$ cat src/adc_avg_pkg.sv
// Register map, field positions and sequencer states of the averaging converter control.
package adc_avg_pkg;

    localparam logic [7:0] OFS_CTRL   = 8'h00;
    localparam logic [7:0] OFS_MODE   = 8'h04;
    localparam logic [7:0] OFS_SEQ1   = 8'h08;
    localparam logic [7:0] OFS_CHEN   = 8'h10;
    localparam logic [7:0] OFS_CHDIS  = 8'h14;
    localparam logic [7:0] OFS_CHSTAT = 8'h18;
    localparam logic [7:0] OFS_LAST   = 8'h20;
    localparam logic [7:0] OFS_LCTM   = 8'h34;
    localparam logic [7:0] OFS_LCCW   = 8'h38;
    localparam logic [7:0] OFS_EXT    = 8'h40;
    localparam logic [7:0] OFS_CWIN   = 8'h44;
    localparam logic [7:0] OFS_DIFF   = 8'h4c;
    localparam logic [7:0] OFS_CDR0   = 8'h50;
    localparam logic [7:0] OFS_CDR7   = 8'h6c;
    localparam logic [7:0] OFS_ANA    = 8'h94;
    localparam logic [7:0] OFS_WPM    = 8'he4;
    localparam logic [7:0] OFS_WPS    = 8'he8;

    localparam int CR_SWRST     = 0;
    localparam int CR_START     = 1;
    localparam int MR_TRGEN     = 0;
    localparam int MR_TSEL_LSB  = 1;
    localparam int MR_SLEEP     = 5;
    localparam int MR_USER_SEQUENCE_MODE      = 31;
    localparam int EMR_OSR_LSB  = 16;
    localparam int EMR_SEQ_REPEAT_AVG     = 20;
    localparam int EMR_TAG      = 24;
    localparam int CWR_HIGH_LSB = 16;
    localparam int ACR_TEST_LSB = 0;
    localparam int WPMR_EN      = 0;
    localparam int WPSR_SRC_LSB = 8;

    localparam logic [31:0] ACR_RST  = 32'h0008_0000;
    localparam logic [2:0]  TSEL_EXT = 3'h0;
    localparam logic [2:0]  TSEL_RTC = 3'h4;
    localparam logic [2:0]  OSR_MAX  = 3'h4;

    typedef enum logic [0:0] {
        ST_IDLE = 1'b0,
        ST_BUSY = 1'b1
    } seq_st_t;

endpackage

$ cat src/adc_avg_ctrl.sv
// Sequencer, averaging, partial wakeup, DMA feed and write protection of the converter.
//
// The register addresses and the strobed register port are this design's own decisions.
`timescale 1ns/1ps

module adc_avg_ctrl (
    // Clock and reset.
    input  wire logic        ref_clk,
    input  wire logic        sys_rst,
    // Register port.
    input  wire logic [7:0]  reg_addr,
    input  wire logic [31:0] reg_wdata,
    input  wire logic        reg_wr,
    input  wire logic        reg_rd,
    output logic      [31:0] reg_rdata,
    // Hardware trigger sources, indexed by the trigger selection.
    input  wire logic [7:0]  trig_in,
    // Analog cell.
    output logic             conv_start,
    output logic      [2:0]  conv_chan,
    input  wire logic        conv_done,
    input  wire logic [11:0] conv_data,
    output logic             analog_sleep,
    output logic      [1:0]  autotest_sel,
    // Power manager.
    input  wire logic        partial_wake_en,
    input  wire logic        system_wait,
    output logic             clk_req,
    output logic             wake_req,
    // Peripheral DMA.
    output logic             dma_req,
    output logic      [15:0] dma_data
);
    import adc_avg_pkg::*;

    typedef struct packed {
        seq_st_t          st;
        logic [2:0]       slot;
        logic [8:0]       pass;
        logic [31:0]      mode_reg;
        logic [31:0]      sequence_regs;
        logic [7:0]       enabled_channel_status;
        logic [31:0]      lc_trig_mode;
        logic [31:0]      lc_window;
        logic [31:0]      extended_mode_reg;
        logic [31:0]      compare_window_reg;
        logic [31:0]      diff_input;
        logic [31:0]      analog_control_reg;
        logic             write_protect_enable;
        logic             protect_violation_flag;
        logic [7:0]       violation_source;
        logic [7:0][19:0] acc;
        logic [7:0][8:0]  cnt;
        logic [7:0][15:0] channel_result_reg;
        logic [19:0]      last_result_reg;
        logic [31:0]      rdata;
        logic             trig_prev;
        logic             conv_start;
        logic [2:0]       conv_chan;
        logic             clk_req;
        logic             wake_req;
        logic             dma_req;
        logic [15:0]      dma_data;
    } state_t;

    state_t s_ff;
    state_t nxt_s;

    // First enabled slot at or above a starting index; bit 3 flags a hit.
    function automatic logic [3:0] find_slot(input logic [7:0] mask, input logic [3:0] from);
        logic [3:0] r;
        r = 4'h0;
        for (int i = 7; i >= 0; i--) begin
            if (mask[i] && (4'(i) >= from)) begin
                r = {1'b1, 3'(i)};
            end
        end
        return r;
    endfunction

    // Channel converted in a slot: the slot itself, or the slot table in user-sequence mode.
    function automatic logic [2:0] slot_chan(input logic user_sequence_mode, input logic [31:0] seq,
                                             input logic [2:0] slot);
        logic [3:0] nib;
        nib = 4'(seq >> {slot, 2'b00});
        return user_sequence_mode ? nib[2:0] : slot;
    endfunction

    // Control register command bit, shared by the start and the software reset decode.
    function automatic logic ctrl_cmd(input logic wr, input logic [7:0] a,
                                      input logic [31:0] d, input int b);
        return wr && (a == OFS_CTRL) && d[b];
    endfunction

    // Registers guarded by write protection; control and status stay reachable.
    function automatic logic is_protected(input logic [7:0] a);
        logic r;
        case (a)
            OFS_MODE, OFS_SEQ1, OFS_CHEN, OFS_CHDIS, OFS_LCTM: r = 1'b1;
            OFS_LCCW, OFS_EXT, OFS_CWIN, OFS_DIFF, OFS_ANA:     r = 1'b1;
            default:                                          r = 1'b0;
        endcase
        return r;
    endfunction

    // Word-aligned offset inside the channel data block.
    function automatic logic is_cdr(input logic [7:0] a);
        return (a >= OFS_CDR0) && (a <= OFS_CDR7) && (a[1:0] == 2'b00);
    endfunction

    // Channel number of a channel data offset.
    function automatic logic [2:0] cdr_index(input logic [7:0] a);
        logic [7:0] d;
        d = a - OFS_CDR0;
        return d[4:2];
    endfunction

    // Inclusive window, so a result equal to a threshold still wakes the system.
    function automatic logic in_window(input logic [15:0] v, input logic [15:0] lo,
                                       input logic [15:0] hi);
        return (v >= lo) && (v <= hi);
    endfunction

    // DMA half-word; the tag gives up the top four result bits to carry the channel.
    function automatic logic [15:0] dma_word(input logic tag, input logic [2:0] chan,
                                             input logic [15:0] v);
        return tag ? {1'b0, chan, v[11:0]} : v;
    endfunction

    logic [2:0]  tsel;
    logic [2:0]  oversample_ratio;
    logic        user_sequence_mode;
    logic        seq_repeat_avg;
    logic [8:0]  n_need;
    logic        trig_ok;
    logic        trig_edge;
    logic        go;
    logic        prot_addr;
    logic [3:0]  hit;
    logic [2:0]  ch;
    logic [19:0] sum;
    logic [8:0]  cnt_n;
    logic [15:0] avg;
    logic [15:0] low_th;
    logic [15:0] high_th;

    always_comb begin
        nxt_s = s_ff;
        tsel = s_ff.mode_reg[MR_TSEL_LSB +: 3];
        user_sequence_mode = s_ff.mode_reg[MR_USER_SEQUENCE_MODE];
        seq_repeat_avg = s_ff.extended_mode_reg[EMR_SEQ_REPEAT_AVG];
        oversample_ratio = s_ff.extended_mode_reg[EMR_OSR_LSB +: 3];
        if (oversample_ratio > OSR_MAX) begin
            oversample_ratio = OSR_MAX;
        end
        n_need = 9'h001 << {oversample_ratio, 1'b0};
        low_th = s_ff.compare_window_reg[15:0];
        high_th = s_ff.compare_window_reg[CWR_HIGH_LSB +: 16];
        hit = 4'h0;
        ch = s_ff.conv_chan;
        sum = 20'h0;
        cnt_n = 9'h000;
        avg = 16'h0000;

        nxt_s.conv_start = 1'b0;
        nxt_s.dma_req = 1'b0;
        nxt_s.wake_req = 1'b0;
        nxt_s.rdata = 32'h0;

        // Partial wakeup accepts only the pin or the real-time source.
        trig_ok = !partial_wake_en || (tsel == TSEL_EXT) || (tsel == TSEL_RTC);
        // The edge detector resets low like an idle trigger line, so reset makes no false edge.
        nxt_s.trig_prev = trig_in[tsel];
        trig_edge = trig_in[tsel] && !s_ff.trig_prev && s_ff.mode_reg[MR_TRGEN] && trig_ok;
        go = trig_edge || ctrl_cmd(reg_wr, reg_addr, reg_wdata, CR_START);
        // Leaving partial wakeup drops the clock request so it cannot stay high for good.
        if (!partial_wake_en) begin
            nxt_s.clk_req = 1'b0;
        end
        if (partial_wake_en && trig_edge) begin
            nxt_s.clk_req = 1'b1;
        end

        unique case (s_ff.st)
            ST_IDLE: begin
                if (go) begin
                    hit = find_slot(s_ff.enabled_channel_status, 4'h0);
                    if (hit[3]) begin
                        nxt_s.st = ST_BUSY;
                        nxt_s.slot = hit[2:0];
                        nxt_s.pass = 9'h000;
                        nxt_s.conv_start = 1'b1;
                        nxt_s.conv_chan = slot_chan(user_sequence_mode, s_ff.sequence_regs, hit[2:0]);
                    end
                end
            end
            ST_BUSY: begin
                if (conv_done) begin
                    // Each end of conversion counts as one sample of its channel.
                    sum = s_ff.acc[ch] + 20'(conv_data);
                    cnt_n = s_ff.cnt[ch] + 9'h001;
                    if (cnt_n >= n_need) begin
                        avg = 16'(sum >> oversample_ratio);
                        nxt_s.acc[ch] = 20'h0;
                        nxt_s.cnt[ch] = 9'h000;
                        nxt_s.channel_result_reg[ch] = avg;
                        nxt_s.last_result_reg = {1'b0, ch, avg};
                        nxt_s.dma_req = 1'b1;
                        nxt_s.dma_data = dma_word(s_ff.extended_mode_reg[EMR_TAG],
                                                  ch, avg);
                        if (partial_wake_en) begin
                            if (in_window(avg, low_th, high_th)) begin
                                nxt_s.wake_req = system_wait;
                            end else begin
                                nxt_s.clk_req = 1'b0;
                            end
                        end
                    end else begin
                        nxt_s.acc[ch] = sum;
                        nxt_s.cnt[ch] = cnt_n;
                    end
                    hit = find_slot(s_ff.enabled_channel_status, {1'b0, s_ff.slot} + 4'h1);
                    if (!hit[3] && seq_repeat_avg && !user_sequence_mode && ((s_ff.pass + 9'h001) < n_need)) begin
                        // Rerun the whole sequence without waiting for a trigger.
                        hit = find_slot(s_ff.enabled_channel_status, 4'h0);
                        nxt_s.pass = s_ff.pass + 9'h001;
                    end
                    if (hit[3]) begin
                        nxt_s.slot = hit[2:0];
                        nxt_s.conv_start = 1'b1;
                        nxt_s.conv_chan = slot_chan(user_sequence_mode, s_ff.sequence_regs, hit[2:0]);
                    end else begin
                        nxt_s.st = ST_IDLE;
                    end
                end
            end
        endcase

        // Register reads; the status read clears the flag before any new violation sets it.
        if (reg_rd) begin
            unique case (reg_addr)
                OFS_MODE:   nxt_s.rdata = s_ff.mode_reg;
                OFS_SEQ1:   nxt_s.rdata = s_ff.sequence_regs;
                OFS_CHSTAT: nxt_s.rdata = {24'h0, s_ff.enabled_channel_status};
                OFS_LAST:   nxt_s.rdata = {12'h000, s_ff.last_result_reg};
                OFS_LCTM:   nxt_s.rdata = s_ff.lc_trig_mode;
                OFS_LCCW:   nxt_s.rdata = s_ff.lc_window;
                OFS_EXT:    nxt_s.rdata = s_ff.extended_mode_reg;
                OFS_CWIN:   nxt_s.rdata = s_ff.compare_window_reg;
                OFS_DIFF:   nxt_s.rdata = s_ff.diff_input;
                OFS_ANA:    nxt_s.rdata = s_ff.analog_control_reg;
                OFS_WPM:    nxt_s.rdata = {31'h0, s_ff.write_protect_enable};
                OFS_WPS: begin
                    nxt_s.rdata = {16'h0, s_ff.violation_source, 7'h00,
                                   s_ff.protect_violation_flag};
                    nxt_s.protect_violation_flag = 1'b0;
                end
                default: begin
                    if (is_cdr(reg_addr)) begin
                        nxt_s.rdata = {16'h0, s_ff.channel_result_reg[cdr_index(reg_addr)]};
                    end
                end
            endcase
        end

        prot_addr = is_protected(reg_addr);

        if (reg_wr) begin
            if (s_ff.write_protect_enable && prot_addr) begin
                // Refused write: nothing stored, only the violation is recorded.
                nxt_s.protect_violation_flag = 1'b1;
                nxt_s.violation_source = reg_addr;
            end else begin
                unique case (reg_addr)
                    OFS_MODE:  nxt_s.mode_reg = reg_wdata;
                    OFS_SEQ1:  nxt_s.sequence_regs = reg_wdata;
                    OFS_CHEN:  nxt_s.enabled_channel_status =
                               s_ff.enabled_channel_status | reg_wdata[7:0];
                    OFS_CHDIS: nxt_s.enabled_channel_status =
                               s_ff.enabled_channel_status & ~reg_wdata[7:0];
                    OFS_LCTM:  nxt_s.lc_trig_mode = reg_wdata;
                    OFS_LCCW:  nxt_s.lc_window = reg_wdata;
                    OFS_EXT:   nxt_s.extended_mode_reg = reg_wdata;
                    OFS_CWIN:  nxt_s.compare_window_reg = reg_wdata;
                    OFS_DIFF:  nxt_s.diff_input = reg_wdata;
                    OFS_ANA:   nxt_s.analog_control_reg = reg_wdata;
                    OFS_WPM:   nxt_s.write_protect_enable = reg_wdata[WPMR_EN];
                    default: begin
                    end
                endcase
            end
        end

        // Software reset returns every register and the sequencer to the power-up state.
        if (ctrl_cmd(reg_wr, reg_addr, reg_wdata, CR_SWRST)) begin
            nxt_s = '0;
            nxt_s.analog_control_reg = ACR_RST;
        end
    end

    // Hardware reset loads the same image as a software reset.
    always_ff @(posedge ref_clk or posedge sys_rst) begin
        if (sys_rst) begin
            s_ff <= '0;
            s_ff.analog_control_reg <= ACR_RST;
        end else begin
            s_ff <= nxt_s;
        end
    end

    assign reg_rdata    = s_ff.rdata;
    assign conv_start   = s_ff.conv_start;
    assign conv_chan    = s_ff.conv_chan;
    assign analog_sleep = s_ff.mode_reg[MR_SLEEP];
    assign autotest_sel = s_ff.analog_control_reg[ACR_TEST_LSB +: 2];
    assign clk_req      = s_ff.clk_req;
    assign wake_req     = s_ff.wake_req;
    assign dma_req      = s_ff.dma_req;
    assign dma_data     = s_ff.dma_data;

endmodule

$ cat config.mk
export PLATFORM = sky130hd
export DESIGN_NAME = adc_avg_ctrl
export DESIGN_NICKNAME = d
export VERILOG_FILES = /design/src/adc_avg_pkg.sv /design/src/adc_avg_ctrl.sv
export SDC_FILE = /design/constraint.sdc
export NUM_CORES = 2
export LEC_CHECK = 0
export BUFFER_PORTS_ARGS = -buffer_cell sky130_fd_sc_hd__buf_2
export CORE_AREA = 2 2 307 309
export DETAILED_ROUTE_END_ITERATION = 8
export DIE_AREA = 0 0 309 311
export GPL_TIMING_DRIVEN = 0
export SKIP_CTS_REPAIR_TIMING = 1
export SYNTH_ARGS = -nofsm -noshare
export SYNTH_HDL_FRONTEND = slang
export SYNTH_SLANG_ARGS = --single-unit
$ cat constraint.sdc
create_clock -name ref_clk -period 26.2 [get_ports ref_clk]
set_input_delay 0 -clock ref_clk [delete_from_list [all_inputs] [get_ports ref_clk]]
set_output_delay 0 -clock ref_clk [all_outputs]
set_load 0.02 [all_outputs]
==> results.json <==
{
  "yosysUniqueCellTypes": 83,
  "synth-edff-count": 0,
  "p_clk_frac": 0.398,
  "end_kind": "register",
  "cts_sinks": 722,
  "violations": "hold timing, capacitance limit, slew limit",
  "r2r_slack_ps": 15110,
  "antenna_found_initial": 14,
  "via_per_inst": 6.24,
  "worst_skew_pair.late_latency_ps": 670,
  "peakVddDrop_mv": 0.0546,
  "synth_flop_cell": "dfrtp_1",
  "setup_ws_ps": 15110,
  "finalSetupViolations": 0,
  "cts.clk_slew.worst_paths_ps": 60,
  "seq_area_frac_synth": 0.492,
  "powerDensity_nw_per_um2": 69.4,
  "nNetsFinal": 4275,
  "path_max_fanout": 11,
  "slew_viol_final": 3,
  "dp_worst_setup_slack_ps": 15620,
  "syn_area_per_cell_um2": 9.44,
  "path_common_cell": "o21ai_0",
  "place_hpwl_um": 111000,
  "syn_area_um2": 36700,
  "area_growth_pct": 15.3,
  "fin_area_um2": 42300,
  "track_usage": 0.316,
  "syn-num-nets": 4017,
  "drt-pass1-iter-count": 8,
  "grt_pass1_vias": 31900,
  "core_um2": 92800,
  "clock-skew-final_ps": 30.3,
  "final_hold_viol_count": 35,
  "p_sw_mw": 0.951,
  "syn-instance-count": 3890,
  "power.internal_mw": 1.99,
  "leakagePower_nw": 18.0,
  "combPwrFrac": 0.199,
  "switching_share": 0.324,
  "dr_total_vias": 34100,
  "cpPeakStageDelay_ps": 1020,
  "slowest_stage": "a211oi_1",
  "yosys_warnings": 0,
  "holdCritPathClass": "in2reg",
  "worst-slew-pin-transition_ps": 1500,
  "wire_per_inst_um": 28.3,
  "cts_buffers": 80,
  "fmax_mhz": 90.1,
  "die_h_um": 311,
  "cap_violations": 1,
  "ant_nets": 0,
  "final_cell_mix": "dfrtp_1, nand2_1, a21oi_1, o21ai_0, nand3_1",
  "grt_max_degree": 126,
  "seqPwrFrac": 0.403,
  "placed_area_um2": 39300,
  "rows": 112,
  "overflow": 0,
  "power_mw": 2.94,
  "period_share": 0.423,
  "grt_pass1_wl_um": 224000,
  "die_area_um2": 96100,
  "drive_gt1_frac": 0.121,
  "io_pins": 125,
  "fin_crit_ps": 11090,
  "place.gp.congestion": 0.981,
  "cp.arrival_ps": 11650,
  "htreeDepth": 3,
  "die_x_um": 309,
  "port_buffers": 119,
  "critPathRequiredTime_ps": 26750,
  "holdWs_ps": -46.5,
  "root_buffer": "clkbuf_16",
  "drc": 0,
  "max-slew-margin-rel": -0.0156,
  "synth_seq_cells": 722,
  "outcome": "finished, violations left",
  "cts_tree": "yes",
  "drt_iter0_markers": 5041,
  "wirelength_um": 155000,
  "start_util": 0.396,
  "async_flop_share": 1.00,
  "critPathLaunchType": "register",
  "criticalPathCategory": "reg2reg",
  "layout_commonest_cell": "dfrtp_1",
  "rsz0062_at_grt": "no",
  "clock_path_buffers": 3
}
[power by group through the flow]
stage               clock network (mW)  registers, mW  logic (mW)
detailed placement                   0           1.20       0.556
floorplan                            0           1.19       0.330
CTS                               1.17           1.18       0.558
global placement                     0           1.20       0.539
global route                      1.21           1.19       0.608
finish                            1.17           1.18       0.586
[registers in the layout (all words and copies together) (netlist names)]
name,flops
conv_start,1
high_th,16
analog_sleep,1
s_ff,632
conv_chan,3
reg_rdata,32
wake_req,1
autotest_sel,2
clk_req,1
dma_req,1
low_th,16
dma_data,16
[through the flow]
stage | utilization | TNS [ps] | std cells | hold WS, ps
CTS | 0.452 | 0 | 5420 | -576
global route | 0.456 | 0 | 5464 | 3.30
floorplan | - | 0 | 3890 | 105
finish | 0.457 | 0 | 5466 | -46.5
global placement | 0.419 | -2046870 | 5263 | 225
detailed placement | 0.424 | 0 | 5280 | 116
[logic make-up after synthesis]
logic type	Yosys count	synth area share
AO/OA/AOI/OAI	1136	0.188
buffers and inverters	442	0.0539
adder cells (fa/ha/maj)	60	0.0206
XOR/XNOR	33	0.00807
AND/OR/NAND/NOR	1264	0.150
flip-flops	722	0.492
multiplexers	233	0.0883
[layout make-up]
cell class | count | area, um2
Multi-Input combinational cell | 2726 | 16800
Timing Repair Buffer | 176 | 1300
Tap cell | 1254 | 1570
Sequential cell | 722 | 18100
Fill cell | 9062 | 50400
Clock buffer | 115 | 2320
Buffer | 378 | 1740
Inverter | 64 | 248
Antenna cell | 6 | 15.0
Clock inverter | 25 | 307
[final timing paths]
path	startpoint	to	depth (start not counted)
min	reg_wdata[30]	high_th[14]$_DFFE_PP0P_	3
min reg2reg	s_ff[465]$_DFFE_PP1P_	s_ff[465]$_DFFE_PP1P_	2
min in group asynchronous	sys_rst	s_ff[710]$_DFFE_PP0P_	3
max reg2reg	conv_chan[2]$_DFFE_PP0P_	wake_req$_DFF_PP0_	28
max in group asynchronous	sys_rst	s_ff[129]$_DFFE_PP0P_	6
max	conv_chan[2]$_DFFE_PP0P_	wake_req$_DFF_PP0_	28
[critical path, delay by kind of cell, from the launching register on]
| kind | cells | cell delay, ps |
|---|---|---|
| AO/OA/AOI/OAI | 12 | 3240 |
| XOR/XNOR | 1 | 250 |
| adder cells (fa/ha/maj) | 2 | 860 |
| buffers and inverters | 9 | 4650 |
| flip-flops | 1 | 680 |
| AND/OR/NAND/NOR | 4 | 1290 |
[Yosys cell counts, types with 16 or more instances]
| master | instances | area [um2] |
|---|---|---|
| a211oi_1 | 74 | 556 |
| inv_1 | 63 | 236 |
| nor2_1 | 148 | 556 |
| buf_2 | 37 | 185 |
| buf_4 | 65 | 488 |
| mux2_2 | 37 | 417 |
| clkbuf_1 | 261 | 980 |
| ha_1 | 59 | 738 |
| nand3_1 | 284 | 1420 |
| mux4_2 | 69 | 1550 |
| mux2i_1 | 126 | 1260 |
| dfrtp_1 | 721 | 18000 |
| nand2_1 | 672 | 2520 |
| nor3_1 | 46 | 230 |
| a22oi_1 | 34 | 255 |
| o21a_1 | 24 | 180 |
| xnor2_1 | 25 | 219 |
| a222oi_1 | 39 | 390 |
| a221oi_1 | 29 | 254 |
| a21oi_1 | 391 | 1960 |
| o21ai_0 | 372 | 1860 |
| nor2b_1 | 16 | 100 |
| o31ai_1 | 17 | 128 |
[layer usage]
metal	vias to the layer above	wire length (um)	GRT usage
met5	-	104	0
met2	2106	63000	0.427
li1	14400	-	-
met3	404	19900	0.108
met1	17200	64000	0.454
met4	14	7860	0.143
Power figures use the tool's default switching activity.
